File: src/hdl/port_regs_pkg.sv
// register map constants and field layouts for the cable-port role controller
// assumes a single 200 MHz clock domain and an i2c slave front end in the same module
package port_regs_pkg;

  // register byte addresses
  localparam logic [7:0] ADDR_IDENTITY = 8'h01;
  localparam logic [7:0] ADDR_ROLE = 8'h02;
  localparam logic [7:0] ADDR_CONTROL = 8'h03;
  localparam logic [7:0] ADDR_FORCED = 8'h04;
  localparam logic [7:0] ADDR_SOFT_RESET = 8'h05;
  localparam logic [7:0] ADDR_MASK = 8'h10;
  localparam logic [7:0] ADDR_STATUS = 8'h11;
  localparam logic [7:0] ADDR_PARTNER = 8'h12;
  localparam logic [7:0] ADDR_FLAGS = 8'h13;

  // slave address pattern: bits 7:4 and 2:1, bit 3 from the select pin
  localparam logic [3:0] SLAVE_HIGH = 4'h4;
  localparam logic [1:0] SLAVE_LOW = 2'h1;

  // reset values
  localparam logic [5:0] ROLE_RESET = 6'h04;
  localparam logic [7:0] CONTROL_RESET = 8'h03;
  localparam logic [3:0] MASK_RESET = 4'h0;

  // field positions in control
  localparam int TOGGLE_LSB = 4;
  localparam int PULLUP_LSB = 1;
  localparam int GLOBAL_MASK_BIT = 0;

  // forced-state bit positions
  localparam int FORCE_SINK_BIT = 3;
  localparam int FORCE_SOURCE_BIT = 2;
  localparam int FORCE_DISABLED_BIT = 1;
  localparam int FORCE_RECOVERY_BIT = 0;

  // dwell times in ms per toggle code, sink then source
  localparam int SINK_MS [4] = '{35, 30, 25, 20};
  localparam int SOURCE_MS [4] = '{15, 20, 25, 30};
  localparam int CLK_KHZ = 200000;

  // pull-up current in microamps per code
  localparam int PULLUP_UA [4] = '{0, 80, 180, 330};

  // port state requests
  typedef enum logic [3:0] {
    FORCE_NONE = 4'h0,
    FORCE_SINK = 4'h1,
    FORCE_SOURCE = 4'h2,
    FORCE_RECOVERY = 4'h4,
    FORCE_DISABLED = 4'h8
  } force_t;

  // attach state reported by the port state machine
  typedef struct packed {
    logic [1:0] plug_orientation;
    logic bus_power_valid;
    logic [1:0] advertised_current_level;
    logic attached;
    logic sink_seen;
    logic source_seen;
    logic debug_accessory_seen;
    logic audio_accessory_seen;
  } port_state_t;

  // events from the port state machine, one-cycle pulses
  typedef struct packed {
    logic accessory_change;
    logic level_change;
    logic removal;
    logic connection;
  } port_event_t;

endpackage : port_regs_pkg

File: src/hdl/typec_port_ctrl_regs.sv
// register bank with i2c slave front end for the cable-port role controller
// assumes state and event inputs come from logic on CLK; pins pass two flip-flops
`timescale 1ns/1ps
`default_nettype none

////////////////////////////////////////////////////////////////////////////////
module typec_port_ctrl_regs #(
  parameter logic [3:0] VERSION_CODE = 4'h5, // arbitrary value
  parameter logic [3:0] REVISION_CODE = 4'h3 // arbitrary value
) (
  // clock and reset
  input wire logic CLK,
  input wire logic RST_N,
  // i2c pins, open drain
  input wire logic SCL_IN,
  input wire logic SDA_IN,
  output logic SDA_OUT,
  output logic SDA_OE_N,
  // address strap
  input wire logic ADDR_SELECT_PIN,
  // interrupt pin, open drain
  output logic INT_OUT,
  output logic INT_OE_N,
  // port state machine side
  input wire port_regs_pkg::port_state_t PORT_STATE,
  input wire port_regs_pkg::port_event_t PORT_EVENT,
  output logic [5:0] ROLE_CONFIG,
  output logic [1:0] TOGGLE_TIMING,
  output logic [31:0] SINK_DWELL_CYCLES,
  output logic [31:0] SOURCE_DWELL_CYCLES,
  output logic [1:0] PULLUP_CURRENT_LEVEL,
  output logic [8:0] PULLUP_MICROAMPS,
  output port_regs_pkg::force_t FORCE_REQUEST,
  output logic LOGIC_RESET
);

  ////////////////////////////////////////////////////////////////////////////
  // pin synchronisers
  logic [1:0] scl_sync, sda_sync, sel_sync;
  logic scl_prev, sda_prev;
  always_ff @(posedge CLK or negedge RST_N) begin
    if (!RST_N) begin
      scl_sync <= 2'h3;
      sda_sync <= 2'h3;
      sel_sync <= 2'h0;
      scl_prev <= 1'b1;
      sda_prev <= 1'b1;
    end else begin
      scl_sync <= {scl_sync[0], SCL_IN};
      sda_sync <= {sda_sync[0], SDA_IN};
      sel_sync <= {sel_sync[0], ADDR_SELECT_PIN};
      scl_prev <= scl_sync[1];
      sda_prev <= sda_sync[1];
    end
  end

  wire scl = scl_sync[1];
  wire sda = sda_sync[1];
  wire scl_rise = scl && !scl_prev;
  wire scl_fall = !scl && scl_prev;
  wire start_seen = scl && scl_prev && sda_prev && !sda;
  wire stop_seen = scl && scl_prev && !sda_prev && sda;

  ////////////////////////////////////////////////////////////////////////////
  // i2c byte engine
  typedef enum logic [4:0] {
    S_IDLE = 5'h01,
    S_RECV = 5'h02,
    S_ACK = 5'h04,
    S_SEND = 5'h08,
    S_RACK = 5'h10
  } bus_state_t;

  bus_state_t state;
  logic [7:0] shift;
  logic [2:0] bit_count;
  logic [1:0] byte_index; // 0 address, 1 pointer, 2 data
  logic reading;
  logic [7:0] pointer;
  logic ack_drive;

  wire [7:0] own_address = {port_regs_pkg::SLAVE_HIGH, sel_sync[1], port_regs_pkg::SLAVE_LOW, 1'b0};
  wire [7:0] rx_byte = {shift[6:0], sda};
  wire byte_done = scl_rise && (state == S_RECV) && (bit_count == 3'h7);
  wire addr_hit = (rx_byte[7:1] == own_address[7:1]);
  wire write_strobe = byte_done && (byte_index == 2'h2);
  wire pointer_strobe = byte_done && (byte_index == 2'h1);
  // fetch at the fall that ends the address ack or the master's ack
  wire read_fetch = scl_fall && reading && ((state == S_ACK && ack_drive) || state == S_RACK);
  wire accept = (byte_index != 2'h0) || addr_hit;

  always_ff @(posedge CLK or negedge RST_N) begin
    if (!RST_N) begin
      state <= S_IDLE;
      shift <= 8'h00;
      bit_count <= 3'h0;
      byte_index <= 2'h0;
      reading <= 1'b0;
      ack_drive <= 1'b0;
    end else if (start_seen) begin
      state <= S_RECV;
      bit_count <= 3'h0;
      byte_index <= 2'h0;
      reading <= 1'b0;
      ack_drive <= 1'b0;
    end else if (stop_seen) begin
      state <= S_IDLE;
      ack_drive <= 1'b0;
    end else begin
      unique case (state)
        S_IDLE: ack_drive <= 1'b0;
        S_RECV: if (scl_rise) begin
          shift <= rx_byte;
          bit_count <= bit_count + 3'h1;
        end
        // first fall opens the ack slot, the second one ends it
        S_ACK: if (scl_fall) begin
          ack_drive <= !ack_drive;
          bit_count <= 3'h0;
          if (ack_drive) state <= reading ? S_SEND : S_RECV;
        end
        S_SEND: if (scl_fall) begin
          bit_count <= bit_count + 3'h1;
          if (bit_count == 3'h7) state <= S_RACK;
        end
        // master nack on the rise ends the read, ack sends on from the fall
        S_RACK: if (scl_rise && sda) begin
          state <= S_IDLE;
        end else if (scl_fall) begin
          bit_count <= 3'h0;
          state <= S_SEND;
        end
      endcase
      // end of received byte: move to acknowledge slot if accepted, else back to idle
      if (byte_done) begin
        if (accept) begin
          state <= S_ACK;
          if (byte_index == 2'h0) reading <= rx_byte[0];
          if (byte_index != 2'h2) byte_index <= byte_index + 2'h1;
        end else begin
          state <= S_IDLE;
        end
      end
    end
  end

  // read shift register loaded at each byte start, pointer advances
  logic [7:0] tx;
  wire [7:0] read_value;
  always_ff @(posedge CLK or negedge RST_N) begin
    if (!RST_N) begin
      tx <= 8'hff;
      pointer <= 8'h00;
    end else if (pointer_strobe) begin
      pointer <= rx_byte;
    end else if (write_strobe) begin
      pointer <= pointer + 8'h01;
    end else if (read_fetch) begin
      tx <= read_value;
      pointer <= pointer + 8'h01;
    end else if (state == S_SEND && scl_fall) begin
      tx <= {tx[6:0], 1'b1};
    end
  end

  // sda drives low for ack or a zero data bit
  wire sda_low = ack_drive || (state == S_SEND && !tx[7]);
  assign SDA_OUT = 1'b0;
  assign SDA_OE_N = !sda_low;

  ////////////////////////////////////////////////////////////////////////////
  // registers
  logic [5:0] role;
  logic [7:0] control;
  logic [3:0] forced;
  logic [3:0] mask;
  logic [3:0] flags;
  logic soft_reset;

  wire wr_role = write_strobe && pointer == port_regs_pkg::ADDR_ROLE;
  wire wr_control = write_strobe && pointer == port_regs_pkg::ADDR_CONTROL;
  wire wr_forced = write_strobe && pointer == port_regs_pkg::ADDR_FORCED;
  wire wr_reset = write_strobe && pointer == port_regs_pkg::ADDR_SOFT_RESET;
  wire wr_mask = write_strobe && pointer == port_regs_pkg::ADDR_MASK;
  wire rd_flags = read_fetch && pointer == port_regs_pkg::ADDR_FLAGS;

  // keep only the highest priority bit, register layout
  function automatic logic [3:0] pick(input logic [3:0] bits);
    int pos;
    pos = -1;
    if (bits[port_regs_pkg::FORCE_SINK_BIT]) pos = port_regs_pkg::FORCE_SINK_BIT;
    if (bits[port_regs_pkg::FORCE_SOURCE_BIT]) pos = port_regs_pkg::FORCE_SOURCE_BIT;
    if (bits[port_regs_pkg::FORCE_RECOVERY_BIT]) pos = port_regs_pkg::FORCE_RECOVERY_BIT;
    if (bits[port_regs_pkg::FORCE_DISABLED_BIT]) pos = port_regs_pkg::FORCE_DISABLED_BIT;
    return (pos < 0) ? 4'h0 : (4'h1 << pos);
  endfunction

  // events set flags; set wins over read-clear
  wire [3:0] event_bits = PORT_EVENT;
  wire [3:0] next_flags = (rd_flags ? 4'h0 : flags) | event_bits;
  // only the disabled bit stays after the forced move
  wire [3:0] next_forced = forced & (4'h1 << port_regs_pkg::FORCE_DISABLED_BIT);

  always_ff @(posedge CLK or negedge RST_N) begin
    if (!RST_N) begin
      role <= port_regs_pkg::ROLE_RESET;
      control <= port_regs_pkg::CONTROL_RESET;
      forced <= 4'h0;
      mask <= port_regs_pkg::MASK_RESET;
      flags <= 4'h0;
      soft_reset <= 1'b0;
    end else if (soft_reset) begin
      // software reset back to reset values
      role <= port_regs_pkg::ROLE_RESET;
      control <= port_regs_pkg::CONTROL_RESET;
      forced <= 4'h0;
      mask <= port_regs_pkg::MASK_RESET;
      flags <= 4'h0;
      soft_reset <= 1'b0;
    end else begin
      if (wr_role) role <= rx_byte[5:0];
      if (wr_control) control <= {2'h0, rx_byte[5:4], 1'b0, rx_byte[2:0]};
      // forced state written, disabled held until host clears
      if (wr_forced) begin
        forced <= pick(rx_byte[3:0]);
      end else begin
        forced <= next_forced;
      end
      if (wr_mask) mask <= rx_byte[3:0];
      flags <= next_flags;
      soft_reset <= wr_reset && rx_byte[0];
    end
  end

  ////////////////////////////////////////////////////////////////////////////
  // read mux
  // identity, status, partner kind
  wire [7:0] status_value = {2'h0, PORT_STATE.plug_orientation, PORT_STATE.bus_power_valid,
                             PORT_STATE.advertised_current_level, PORT_STATE.attached};
  wire [7:0] partner_value = {3'h0, PORT_STATE.sink_seen, PORT_STATE.source_seen, 1'b0,
                              PORT_STATE.debug_accessory_seen, PORT_STATE.audio_accessory_seen};
  assign read_value =
    (pointer == port_regs_pkg::ADDR_IDENTITY) ? {VERSION_CODE, REVISION_CODE} :
    (pointer == port_regs_pkg::ADDR_ROLE) ? {2'h0, role} :
    (pointer == port_regs_pkg::ADDR_CONTROL) ? control :
    (pointer == port_regs_pkg::ADDR_FORCED) ? {4'h0, forced} :
    (pointer == port_regs_pkg::ADDR_MASK) ? {4'h0, mask} :
    (pointer == port_regs_pkg::ADDR_STATUS) ? status_value :
    (pointer == port_regs_pkg::ADDR_PARTNER) ? partner_value :
    (pointer == port_regs_pkg::ADDR_FLAGS) ? {4'h0, flags} : 8'h00;

  ////////////////////////////////////////////////////////////////////////////
  // outputs to the port logic
  wire [1:0] toggle_code = control[port_regs_pkg::TOGGLE_LSB +: 2];
  wire [1:0] pullup_code = control[port_regs_pkg::PULLUP_LSB +: 2];
  assign TOGGLE_TIMING = toggle_code;
  assign SINK_DWELL_CYCLES = 32'(port_regs_pkg::SINK_MS[toggle_code] * port_regs_pkg::CLK_KHZ);
  assign SOURCE_DWELL_CYCLES = 32'(port_regs_pkg::SOURCE_MS[toggle_code] * port_regs_pkg::CLK_KHZ);
  assign PULLUP_CURRENT_LEVEL = pullup_code;
  assign PULLUP_MICROAMPS = 9'(port_regs_pkg::PULLUP_UA[pullup_code]);
  assign ROLE_CONFIG = role;
  // forced bits mapped onto the request codes
  assign FORCE_REQUEST =
    forced[port_regs_pkg::FORCE_DISABLED_BIT] ? port_regs_pkg::FORCE_DISABLED :
    forced[port_regs_pkg::FORCE_RECOVERY_BIT] ? port_regs_pkg::FORCE_RECOVERY :
    forced[port_regs_pkg::FORCE_SOURCE_BIT] ? port_regs_pkg::FORCE_SOURCE :
    forced[port_regs_pkg::FORCE_SINK_BIT] ? port_regs_pkg::FORCE_SINK :
    port_regs_pkg::FORCE_NONE;
  assign LOGIC_RESET = soft_reset;

  // interrupt pin low on an unmasked flag
  wire irq = |(flags & ~mask) && !control[port_regs_pkg::GLOBAL_MASK_BIT];
  assign INT_OUT = 1'b0;
  assign INT_OE_N = !irq;

  ////////////////////////////////////////////////////////////////////////////
  // checks
  chk_global_mask: assert property (@(posedge CLK) disable iff (!RST_N)
    control[0] |-> INT_OE_N) else $error("interrupt not masked globally");
  chk_flag_sets: assert property (@(posedge CLK) disable iff (!RST_N || soft_reset)
    PORT_EVENT.connection |=> flags[0]) else $error("attach flag lost");
  chk_int_drive: assert property (@(posedge CLK) disable iff (!RST_N)
    (flags[1] && !mask[1] && !control[0]) |-> !INT_OE_N) else $error("interrupt not driven");
  chk_force_clear: assert property (@(posedge CLK) disable iff (!RST_N)
    (forced[2] && !wr_forced) |=> !forced[2]) else $error("forced bit stuck");
  chk_disabled_hold: assert property (@(posedge CLK) disable iff (!RST_N)
    (forced[1] && !wr_forced && !soft_reset) |=> forced[1]) else $error("disabled released");
  chk_force_onehot: assert property (@(posedge CLK) disable iff (!RST_N)
    $onehot0(forced)) else $error("several forced bits");
  chk_soft_reset: assert property (@(posedge CLK) disable iff (!RST_N)
    soft_reset |=> control == 8'h03 && role == 6'h04) else $error("soft reset incomplete");
  chk_role_write: assert property (@(posedge CLK) disable iff (!RST_N)
    (wr_role && !soft_reset) |=> role == $past(rx_byte[5:0])) else $error("role not written");
  chk_ident: assert property (@(posedge CLK) disable iff (!RST_N)
    pointer == 8'h01 |-> read_value == {VERSION_CODE, REVISION_CODE}) else $error("bad id");
  cov_write: cover property (@(posedge CLK) wr_control);
  cov_irq: cover property (@(posedge CLK) !INT_OE_N);
  cov_read_flags: cover property (@(posedge CLK) rd_flags);

endmodule // typec_port_ctrl_regs

`default_nettype wire

File: config.mk
export PLATFORM = sky130hd
export DESIGN_NAME = typec_port_ctrl_regs
export DESIGN_NICKNAME = d
export VERILOG_FILES = /design/src/hdl/port_regs_pkg.sv /design/src/hdl/typec_port_ctrl_regs.sv
export SDC_FILE = /design/constraint.sdc
export NUM_CORES = 1
export LEC_CHECK = 0
export ABC_AREA = 1
export BUFFER_PORTS_ARGS = -buffer_cell sky130_fd_sc_hd__buf_2
export CAP_MARGIN = 20
export CORE_AREA = 2 2 100 102
export CTS_CLUSTER_DIAMETER = 150
export DETAILED_ROUTE_END_ITERATION = 16
export DIE_AREA = 0 0 102 104
export PLACE_DENSITY_LB_ADDON = 0.15
export SKIP_CTS_REPAIR_TIMING = 1
export SKIP_LAST_GASP = 1
export SYNTH_ARGS = -nofsm -noshare
export SYNTH_HDL_FRONTEND = slang
export SYNTH_SLANG_ARGS = --single-unit
File: constraint.sdc
create_clock -name CLK -period 10.24 [get_ports CLK]
set_input_delay 2.048 -clock CLK [delete_from_list [all_inputs] [get_ports CLK]]
set_output_delay 2.048 -clock CLK [all_outputs]
set_load 0.02 [all_outputs]
* Word-level counts from Yosys, hierarchy flattened
Index checks and enable logic that the tools add are counted.
** Word-level totals
- Register bits :: 70
- Latch bits :: 0
- RAM bits :: 0
- Memory bits (read-only) :: 0
- Output and inout port bits :: 92
- Logic and storage cells :: 204
- Memories kept :: 0
** Cells by class
- Add/sub/neg operators :: 3
- Multiply operators :: 2
- Divide/modulo/power cells :: 0
- Magnitude comparators :: 3
- Equality and inequality tests :: 29
- Shift-type cells :: 1
- Mux-type cells :: 77
- Bitwise operators :: 9
- Reductions and logical operators :: 60
** Operators by type and width (count)
- $mux W32 :: 10
- $bmux W32 S2 :: 3
- $mux W8 :: 10
- $mul A32 B13 Y26 const B :: 2
- $mux W5 :: 10
- $mux W4 :: 10
- $eq A8 B5 Y1 const B :: 4
- $lt A32 B1 Y1 const B :: 1
- $shl A1 B32 Y4 const A :: 1
- $mux W6 :: 5
- $logic_and A1 B1 Y1 :: 25
- $mux W3 :: 8
- $ne A5 B5 Y1 const B :: 4
- $reduce_bool A2 Y1 :: 10
- $mux W9 :: 2
- $eq A8 B2 Y1 const B :: 2
- $eq A8 B3 Y1 const B :: 2
- $pmux W5 S3 :: 1
- $mux W2 :: 6
- $pmux W3 S4 :: 1
- $reduce_and A4 Y1 :: 3
- $mux W1 :: 10
- $logic_not A1 Y1 :: 9
- $ne A3 B3 Y1 const B :: 3
- 34 further kinds :: 42

* Depth between registers and ports, before layout
Gate-level depths: netlist of the first run.
- Depth in word-level cells :: 12
- Depth in mapped cells :: 18
- Mapped depth without buffers :: 17

* Worst setup path before layout of the first run
No wires, ideal clock.
- Path type :: register to output
- From :: reg control[5]
- To :: out SOURCE_DWELL_CYCLES[21]
- Data arrival time :: 3.141 ns
- Required time :: 8.192 ns
- Path slack :: 5.051 ns
- Stages on the path, launching flop included :: 15
- Path through :: dfrtp_1 inv_1 ha_1 buf_2 inv_1 ha_1 ha_1 ha_1 ha_1 nor2_1 o21ai_0 nand3_1 nand2_1 and3_1 xor2_1
** On the way
- Word-level cells in the longest chain between the ends :: 5
** RTL lines
- from (decl) :: RTL line typec_port_ctrl_regs.sv:174 : logic [7:0] control;
- from (signal assigned) :: RTL line typec_port_ctrl_regs.sv:207 : control <= port_regs_pkg::CONTROL_RESET;
- from (signal assigned) :: RTL line typec_port_ctrl_regs.sv:215 : control <= port_regs_pkg::CONTROL_RESET;
- from (signal assigned) :: RTL line typec_port_ctrl_regs.sv:222 : if (wr_control) control <= {2'h0, rx_byte[5:4], 1'b0, rx_byte[2:0]};
- $not A2 Y3 (implied by the code) :: RTL line typec_port_ctrl_regs.sv:258 : assign SOURCE_DWELL_CYCLES = 32'(port_regs_pkg::SOURCE_MS[toggle_code] * port_regs_pkg::CLK_KHZ);
- $bmux W32 S2 :: RTL line typec_port_ctrl_regs.sv:258
- $mux W32 (implied by the code) (2 in a row) :: RTL line typec_port_ctrl_regs.sv:258
- $mul A32 B13 Y26 :: RTL line typec_port_ctrl_regs.sv:258
- to (decl) :: RTL line typec_port_ctrl_regs.sv:30 : output logic [31:0] SOURCE_DWELL_CYCLES,
Every way passes these cells. The select of a mux whose other input is x is not followed.

* Final worst setup path of the first run
- From :: reg control[4]
- To :: out SINK_DWELL_CYCLES[23]
** On the way
- Word-level cells in the longest chain between the ends :: 5
** RTL lines
- $not A2 Y3 (implied by the code) :: RTL line typec_port_ctrl_regs.sv:257 : assign SINK_DWELL_CYCLES = 32'(port_regs_pkg::SINK_MS[toggle_code] * port_regs_pkg::CLK_KHZ);
- $bmux W32 S2 :: RTL line typec_port_ctrl_regs.sv:257
- $mux W32 (implied by the code) (2 in a row) :: RTL line typec_port_ctrl_regs.sv:257
- $mul A32 B13 Y26 :: RTL line typec_port_ctrl_regs.sv:257
- to (decl) :: RTL line typec_port_ctrl_regs.sv:29 : output logic [31:0] SINK_DWELL_CYCLES,
Every way passes these cells. The select of a mux whose other input is x is not followed.

==> impl_metrics.yaml, run 1 <==
run_status:
  status: "finished, final reports clean"
clocking:
  cts.clk_slew.worst_paths_ns: 0.07
  h-tree-depth: 3
  cts_buffers: 9
  cts_tree: "built"
  insertion_delay_ns: 0.35
  cts.root.buffer_cell: "clkbuf_8"
  cts.sinks: 67
  clockBufferDepth: 2
timing:
  tightest_slew_ns: 0.847
  fin_crit_sh: 0.574
  grt_setup_unrepaired: "no"
  skew_ns: 0.0126
  setup_violations: 0
  fin_setup_tns_ns: 0
  max_freq_mhz: 170
  finalMaxSlewViolations: 0
  hold_violations: 0
  min_period_ns: 5.88
  relSlewSlack: 0.435
floorplan:
  die_y_microns: 104
  die-area_sq_um: 10600
  io_pins: 111
  die_w_microns: 102
  fp-row-count: 36
  core_sq_um: 9550
  start_util: 0.537
critical_path:
  worstPathRequired_ns: 8.19
  critical_path_class: "register to output pin"
  worstSetupEndpointType: "output pin"
  ff2ff_path_depth: 9
  path_max_fanout: 12
  arrival_ns: 3.83
  start_kind: "register"
route:
  postRouteAntennaNets: 0
  wl_per_cell_microns: 13.4
  drt_drc_violations_left: 0
  drt_first_pass_iters: 5
  drt_iter0_drc: 246
  routed_wl_mm: 11.9
  dr_total_vias: 4580
  viasPerCell: 5.15
hold_path:
  hold_class: "register to register"
  holdPathStages: 0
synthesis:
  netlist_area_sq_um: 5130
  ys.flop_type: "dfrtp_1"
  yosysTopAreaCellShare: 0.239
  ys_async_sr_fraction: 1.00
  synth.avg_cell_area_sq_um: 7.53
  yosysMostFrequentCell: "nand2_1"
  synth_cell_types: 44
  ys_ff_latch: 67
  synth_largest_area_cell: "dfrtp_1"
  synth_area_leaders: "dfrtp_1 (24%), ha_1 (11%), nand2_1 (10%)"
  ys_seq_area_frac: 0.331
  syn_inst: 681
  synth_edf_count: 0
  yosys_warnings: 0
  synth_common_cells: "nand2_1 (140), inv_1 (95), o21ai_0 (58), nor2_1 (55), dfrtp_1 (49)"
grt:
  grt_overflow: 0
  grt_pass1_vias: 4143
  grt_use_total: 0.229
  grt_pass1_wl_mm: 19.6
  grt_max_degree: 68
  antenna_found_initial: 0
final_layout:
  num-fill-cells: 927
  final_nets: 818
  postLayoutCellArea_sq_um: 5660
  drive_above_1_share: 0.193
  syn_to_final_growth_pct: 10.4
  n_antenna_cell: 0
placement:
  io_buffers: 81
  gp_congestion: 0.856
  placed_area_sq_um: 5430
  dp_hpwl_mm: 9.27
flow_run:
  maxCapViolations: 0
power_and_ir_drop:
  ir_drop_mv: 0.146
  leakage_uw: 0.00295
  cellPowerDensity_nw_per_um2: 137
## final cells by class
| class | instances | area (sq um) | share of cell area |
|---|---|---|---|
| clock buffers | 10 | 138 | 0.0243 |
| well taps | 133 | 166 | 0.0294 |
| flip-flops and latches | 67 | 1700 | 0.300 |
| inverters | 100 | 375 | 0.0663 |
| clock inverters | 6 | 88.8 | 0.0157 |
| multi-input cells | 492 | 2780 | 0.491 |
| repair buffers | 82 | 413 | 0.0729 |
## worst max-delay path, stage by stage, from the launching register on
cell and delay (ns):
dfrtp_1 0.50, inv_1 0.19, ha_1 0.63, inv_1 0.27, o21ai_0 0.21, a21oi_1 0.06
ha_1 0.31, ha_1 0.30, a21oi_1 0.15, nand3_1 0.10, nand2_1 0.11, o21ai_0 0.09
nand2_1 0.08, nand2_1 0.07, nand3_1 0.10, nand2_1 0.06, nand2_1 0.06, nand2_1 0.04
buf_2 0.15
## path summary, 6_finish.rpt
| check | from | to | slack (ns) |
|---|---|---|---|
| setup / recovery | control[4]$_DFFE_PN0P_ | SINK_DWELL_CYCLES[23] | 4.36 |
| hold / removal | sda_sync[0]$_DFF_PN1_ | sda_sync[1]$_DFF_PN1_ | 0.36 |
| setup reg to reg | scl_sync[1]$_DFF_PN1_ | pointer[7]$_DFFE_PN0P_ | 8.10 |
| hold reg to reg | sda_sync[0]$_DFF_PN1_ | sda_sync[1]$_DFF_PN1_ | 0.36 |
| max in group asynchronous | RST_N | state[4]$_DFFE_PN0P_ | 7.79 |
| min in group asynchronous | RST_N | pointer[0]$_DFFE_PN0P_ | 1.88 |
## metrics by stage
step | power (uW) | setup WS [ns] | hold slack, ns | util | std cells
final | 775 | 4.36 | 0.358 | 0.593 | 890
after floorplan | 487 | 5.05 | 0.331 | - | 712
after global routing | 826 | 4.03 | 0.363 | 0.593 | 890
after CTS | 781 | 4.37 | 0.358 | 0.593 | 890
after global placement | 520 | 4.96 | 0.334 | 0.569 | 874
after detailed placement | 529 | 4.77 | 0.348 | 0.569 | 874
## sequential cells by signal (all words and copies together) (netlist names), 2 cells and up
| signal | cells |
|---|---|
| forced | 4 |
| byte_index | 2 |
| mask | 4 |
| pointer | 8 |
| tx | 8 |
| shift | 7 |
| control | 5 |
| state | 5 |
| sda_sync | 2 |
| scl_sync | 2 |
| bit_count | 3 |
| ROLE_CONFIG | 6 |
| flags | 4 |
| sel_sync | 2 |
## layout by cell type (no fill, tap or decap), types with 5 or more instances in the layout
master and n:
a21oi_1 24, buf_2 81, clkbuf_8 10, conb_1 32
dfrtp_1 49, dfstp_2 18, ha_1 46, inv_1 95
nand2_1 140, nand2_2 5, nand3_1 38, nand4_1 6
nor2_1 55, nor2_4 6, nor3_1 11, o21ai_0 58
o21ai_1 9, o31ai_1 6, xor2_1 13
## cell families (layout without fill, tap and decap cells)
kind of cell             after synthesis  count (layout)  synth area share
buffers and inverters                153             198             0.149
AND/OR/NAND/NOR                      279             279             0.247
XOR/XNOR                              16              16            0.0273
flip-flops                            67              67             0.331
other                                  1              32          0.000732
AO/OA/AOI/OAI                        118             118             0.129
adder cells (fa/ha/maj)               47              47             0.116
## power breakdown
group / switching (uW) / leakage, uW / internal [uW]
Combinational: 125 / 0.00201 / 55.9
Clock: 106 / 0.000108 / 144
Sequential: 28.0 / 0.000832 / 316
Total: 259 / 0.00295 / 516
## layer usage
metal  track usage  vias up  share of wire
met5             0        -              0
met2         0.365      151           0.48
met4        0.0514        0         0.0087
met1         0.324     2140           0.46
met3        0.0403       10          0.060
li1              -     2279              -
Note: power is estimated with default switching activity, not from simulation.
==> inputs of run 2 (changes only) <==
- clock period: 10.24 -> 5.58 ns (I/O delays scaled with it)
==> impl_metrics.yaml, run 2 (synthesis results as in run 1) <==
run_status:
  status: "finished, final reports clean"
floorplan:
  start_util: 0.537
  die_y_microns: 104
  die-area_sq_um: 10600
  core_sq_um: 9550
  die_w_microns: 102
  io_pins: 111
  fp-row-count: 36
placement:
  io_buffers: 81
  gp_congestion: 0.855
  dp_slack_ns: 1.06
  dp_hpwl_mm: 9.24
final_layout:
  syn_to_final_growth_pct: 9.79
  most-common-layout-cells: "nand2_1 (140), inv_1 (95), buf_2 (81)"
  final_common_cell: "nand2_1"
  n_antenna_cell: 0
  num-fill-cells: 973
  seqCellArea_sq_um: 1700
  biggestRegsByFlops: "pointer (8), tx (8), shift (7)"
  final_nets: 818
  drive_above_1_share: 0.192
  fin_util: 0.589
  multi_input_area_sq_um: 2780
power_and_ir_drop:
  ir_drop_mv: 0.277
  cellPowerDensity_nw_per_um2: 243
  leakage_uw: 0.00293
timing:
  skew_ns: 0.0124
  fin_crit_sh: 0.884
  fin_ws_ns: 0.649
  min_period_ns: 4.93
  fin_setup_tns_ns: 0
  tightest_slew_ns: 0.842
  hold_violations: 0
  setup_violations: 0
  grt_setup_unrepaired: "no"
  finalMaxSlewViolations: 0
  relSlewSlack: 0.439
  max_freq_mhz: 203
  timing.hold.ws_ns: 0.357
flow_run:
  maxCapViolations: 0
route:
  wl_met2_mm: 5.62
  wl_met3_microns: 673
  drt_drc_violations_left: 0
  topRoutingLayerUsed: "met4"
  viasPerCell: 5.14
  drt_first_pass_iters: 5
  postRouteAntennaNets: 0
  dr_total_vias: 4575
  met1_length_mm: 5.47
  wl_per_cell_microns: 13.4
  routed_wl_mm: 11.9
  drt_iter0_drc: 346
grt:
  antenna_found_initial: 0
  grt_max_degree: 68
  grt_pass1_wl_mm: 19.8
  grt_pass1_vias: 4197
  grt_use_total: 0.232
  grt_overflow: 0
clocking:
  h-tree-depth: 3
  cts_buffers: 9
  cts_tree: "built"
  insertion_delay_ns: 0.35
  cts.clk_slew.worst_paths_ns: 0.07
  clockBufferDepth: 2
  cts.root.buffer_cell: "clkbuf_8"
  cts.sinks: 67
critical_path:
  worstPathRequired_ns: 4.46
  start_kind: "register"
  arrival_ns: 3.82
  critical_path_class: "register to output pin"
  path_max_fanout: 12
  worstSetupEndpointType: "output pin"
hold_path:
  hold_class: "register to register"
==> run 2: cell count changes in the layout (fill, tap and decap cells not counted), sizes merged <==
cell	previous run	this run
clkinvlp	2	3
bufinv	2	1
==> run 2: power by group <==
part	internal [uW]	switching, uW	leakage [uW]
clock network	206	196	0.0000885
logic	103	228	0.00201
registers	580	53.0	0.000832
total	889	477	0.00293
==> run 2: area by class of cell <==
| type | count | area share |
|---|---|---|
| well taps | 133 | 0.0296 |
| clock inverters | 6 | 0.0118 |
| flip-flops and latches | 67 | 0.302 |
| multi-input cells | 492 | 0.494 |
| inverters | 100 | 0.0667 |
| clock buffers | 10 | 0.0227 |
| repair buffers | 82 | 0.0734 |
==> run 2: per-layer routing <==
metal / up-vias / track usage
met4: 0 / 0.0543
met2: 129 / 0.366
met3: 14 / 0.0497
met1: 2157 / 0.324
li1: 2275 / -
met5: - / 0
==> run 2: worst max-delay path: stages, from the launching register on <==
cell and delay (ns):
dfrtp_1 0.53, inv_1 0.18, ha_1 0.61, inv_1 0.26, o21ai_0 0.21, a21oi_1 0.06
ha_1 0.31, ha_1 0.30, a21oi_1 0.14, nand3_1 0.10, nand2_1 0.10, o21ai_0 0.09
nand2_1 0.08, nand2_1 0.07, nand3_1 0.10, nand2_1 0.06, nand2_1 0.05, nand2_1 0.04
buf_2 0.15
==> run 2: stage by stage <==
step                      total power [uW]  cells  cell area [sq um]
final                                 1370    890               5630
after global routing                  1460    890               5630
after floorplan                        893    712               5240
after detailed placement               967    874               5430
after global placement                 955    874               5430
after CTS                             1370    890               5630
==> run 2: path summary, 6_finish.rpt <==
| kind | from | to | slack, ns | cells after the start |
|---|---|---|---|---|
| max | control[5]$_DFFE_PN0P_ | SINK_DWELL_CYCLES[23] | 0.65 | 18 |
| min | sda_sync[0]$_DFF_PN1_ | sda_sync[1]$_DFF_PN1_ | 0.36 | 0 |
| max reg2reg | scl_sync[1]$_DFF_PN1_ | pointer[7]$_DFFE_PN0P_ | 3.42 | 8 |
| min reg2reg | sda_sync[0]$_DFF_PN1_ | sda_sync[1]$_DFF_PN1_ | 0.36 | 0 |
| max in group asynchronous | RST_N | sel_sync[1]$_DFF_PN0_ | 4.07 | 2 |
| min in group asynchronous | RST_N | pointer[5]$_DFFE_PN0P_ | 0.93 | 2 |
==> inputs of run 3 (changes only) <==
- CTS_BUF_LIST: default -> sky130_fd_sc_hd__clkbuf_16
==> impl_metrics.yaml, run 3 (synthesis results as in run 1) <==
run_status:
  status: "finished, final reports clean"
timing:
  skew_ns: 0.00768
  fin_crit_sh: 0.878
  fin_setup_tns_ns: 0
  timing.hold.ws_ns: 0.355
  fin_ws_ns: 0.681
  relSlewSlack: 0.423
  hold_violations: 0
  max_freq_mhz: 204
  finalMaxSlewViolations: 0
  tightest_slew_ns: 0.866
  grt_setup_unrepaired: "no"
  setup_violations: 0
  min_period_ns: 4.90
route:
  routed_wl_mm: 11.9
  drt_drc_violations_left: 0
  viasPerCell: 5.15
  dr_total_vias: 4582
  wl_per_cell_microns: 13.4
  postRouteAntennaNets: 0
  drt_iter0_drc: 265
  drt_first_pass_iters: 5
placement:
  gp_congestion: 0.855
  dp_slack_ns: 1.06
  placedCellCount: 874
  io_buffers: 81
  dp_hpwl_mm: 9.24
critical_path:
  arrival_ns: 3.78
  slowest_stage: "ha_1"
  cpMostUsedCell: "nand2_1"
  critPathTopFamily: "adder cells"
  start_kind: "register"
  r2r_setup_slack_ns: 3.44
  cp_slowest_stage_delay_ns: 0.61
  critical_path_class: "register to output pin"
  worstPathRequired_ns: 4.46
  worstSetupEndpointType: "output pin"
  cp_num_buf_inv: 3
  path_max_fanout: 12
  crit_chain: "inv_1, ha_1, inv_1, o21ai_0, a21oi_1, ha_1, ha_1, a21oi_1, nand3_1, nand2_1, o21ai_0, nand2_1, nand2_1, nand3_1, nand2_1, nand2_1, nand2_1, buf_2"
power_and_ir_drop:
  pwr-share-seq: 0.417
  comb_power_share: 0.217
  clkPwrFrac: 0.366
  leakage_uw: 0.00298
  power.internal_uw: 1030
  finalPower_uw: 1520
  cellPowerDensity_nw_per_um2: 266
  ir_drop_mv: 0.281
  swShare: 0.324
  p_switching_uw: 494
floorplan:
  die-area_sq_um: 10600
  die_w_microns: 102
  start_util: 0.537
  die_y_microns: 104
  core_sq_um: 9550
  io_pins: 111
  fp-row-count: 36
clocking:
  cts.clk_slew.worst_paths_ns: 0.05
  insertion_delay_ns: 0.33
  cts_tree: "built"
  clockBufferDepth: 2
  cts.root.buffer_cell: "clkbuf_16"
  cts.sinks: 67
  h-tree-depth: 3
  cts_buffers: 9
final_layout:
  n_antenna_cell: 0
  final_nets: 818
  drive_above_1_share: 0.192
  final_cells: 890
  biggestRegsByFlops: "pointer (8), tx (8), shift (7)"
  syn_to_final_growth_pct: 11.8
  num-fill-cells: 955
  most-common-layout-cells: "nand2_1 (140), inv_1 (96), buf_2 (81)"
  final_common_cell: "nand2_1"
grt:
  grt_max_degree: 68
  grt_use_total: 0.232
  antenna_found_initial: 0
  grt_pass1_wl_mm: 19.9
  grt_overflow: 0
  grt_pass1_vias: 4205
flow_run:
  maxCapViolations: 0
hold_path:
  hold_class: "register to register"
==> run 3: changes by cell type in the layout (fill, tap and decap cells not counted), sizes merged <==
cell	change
clkbuf	-1
inv	+1
==> run 3: path summary, 6_finish.rpt <==
kind / start / end / depth (start not counted)
worst max register to register: scl_sync[1]$_DFF_PN1_ / pointer[7]$_DFFE_PN0P_ / 8
max in group asynchronous: RST_N / control[4]$_DFFE_PN0P_ / 2
worst max-delay path: control[5]$_DFFE_PN0P_ / SINK_DWELL_CYCLES[23] / 18
min in group asynchronous: RST_N / pointer[0]$_DFFE_PN0P_ / 2
worst min-delay path: sda_sync[0]$_DFF_PN1_ / sda_sync[1]$_DFF_PN1_ / 0
worst min register to register: sda_sync[0]$_DFF_PN1_ / sda_sync[1]$_DFF_PN1_ / 0
==> run 3: through the flow <==
stage                     utilization  area, sq um
final                           0.600         5730
after global routing            0.600         5730
after CTS                       0.600         5730
after detailed placement        0.569         5430
after global placement          0.569         5430
after floorplan                     -         5240
==> run 3: worst register-to-register path, stage by stage (launching register included) <==
cell and delay, ns:
dfstp_2 0.55, nand2_1 0.12, nor2_4 0.32, nand2_4 0.14, nor2_4 0.30, inv_2 0.13, nand3_2 0.20, inv_1 0.11
o21ai_0 0.18
==> run 3: layer usage <==
layer | track usage | part of all wire | vias to the layer above
met3 | 0.0383 | 0.061 | 10
met5 | 0 | 0 | -
met4 | 0.0676 | 0.011 | 0
li1 | - | - | 2276
met1 | 0.325 | 0.45 | 2157
met2 | 0.367 | 0.47 | 139
==> run 3: cell type report <==
cell class / count / area [sq um] / share of cell area
well taps: 133 / 166 / 0.0290
multi-input cells: 492 / 2780 / 0.485
inverters: 100 / 375 / 0.0655
clock inverters: 7 / 70.1 / 0.0122
clock buffers: 9 / 225 / 0.0393
repair buffers: 82 / 413 / 0.0721
flip-flops and latches: 67 / 1700 / 0.297
==> run 3: power groups by stage <==
stage,clock (uW),combinational (uW),sequential (uW)
6_report,557,330,635
3_3_place_gp,0,319,636
4_1_cts,565,329,633
2_1_floorplan,0,266,627
3_5_place_dp,0,328,640
5_1_grt,589,383,643
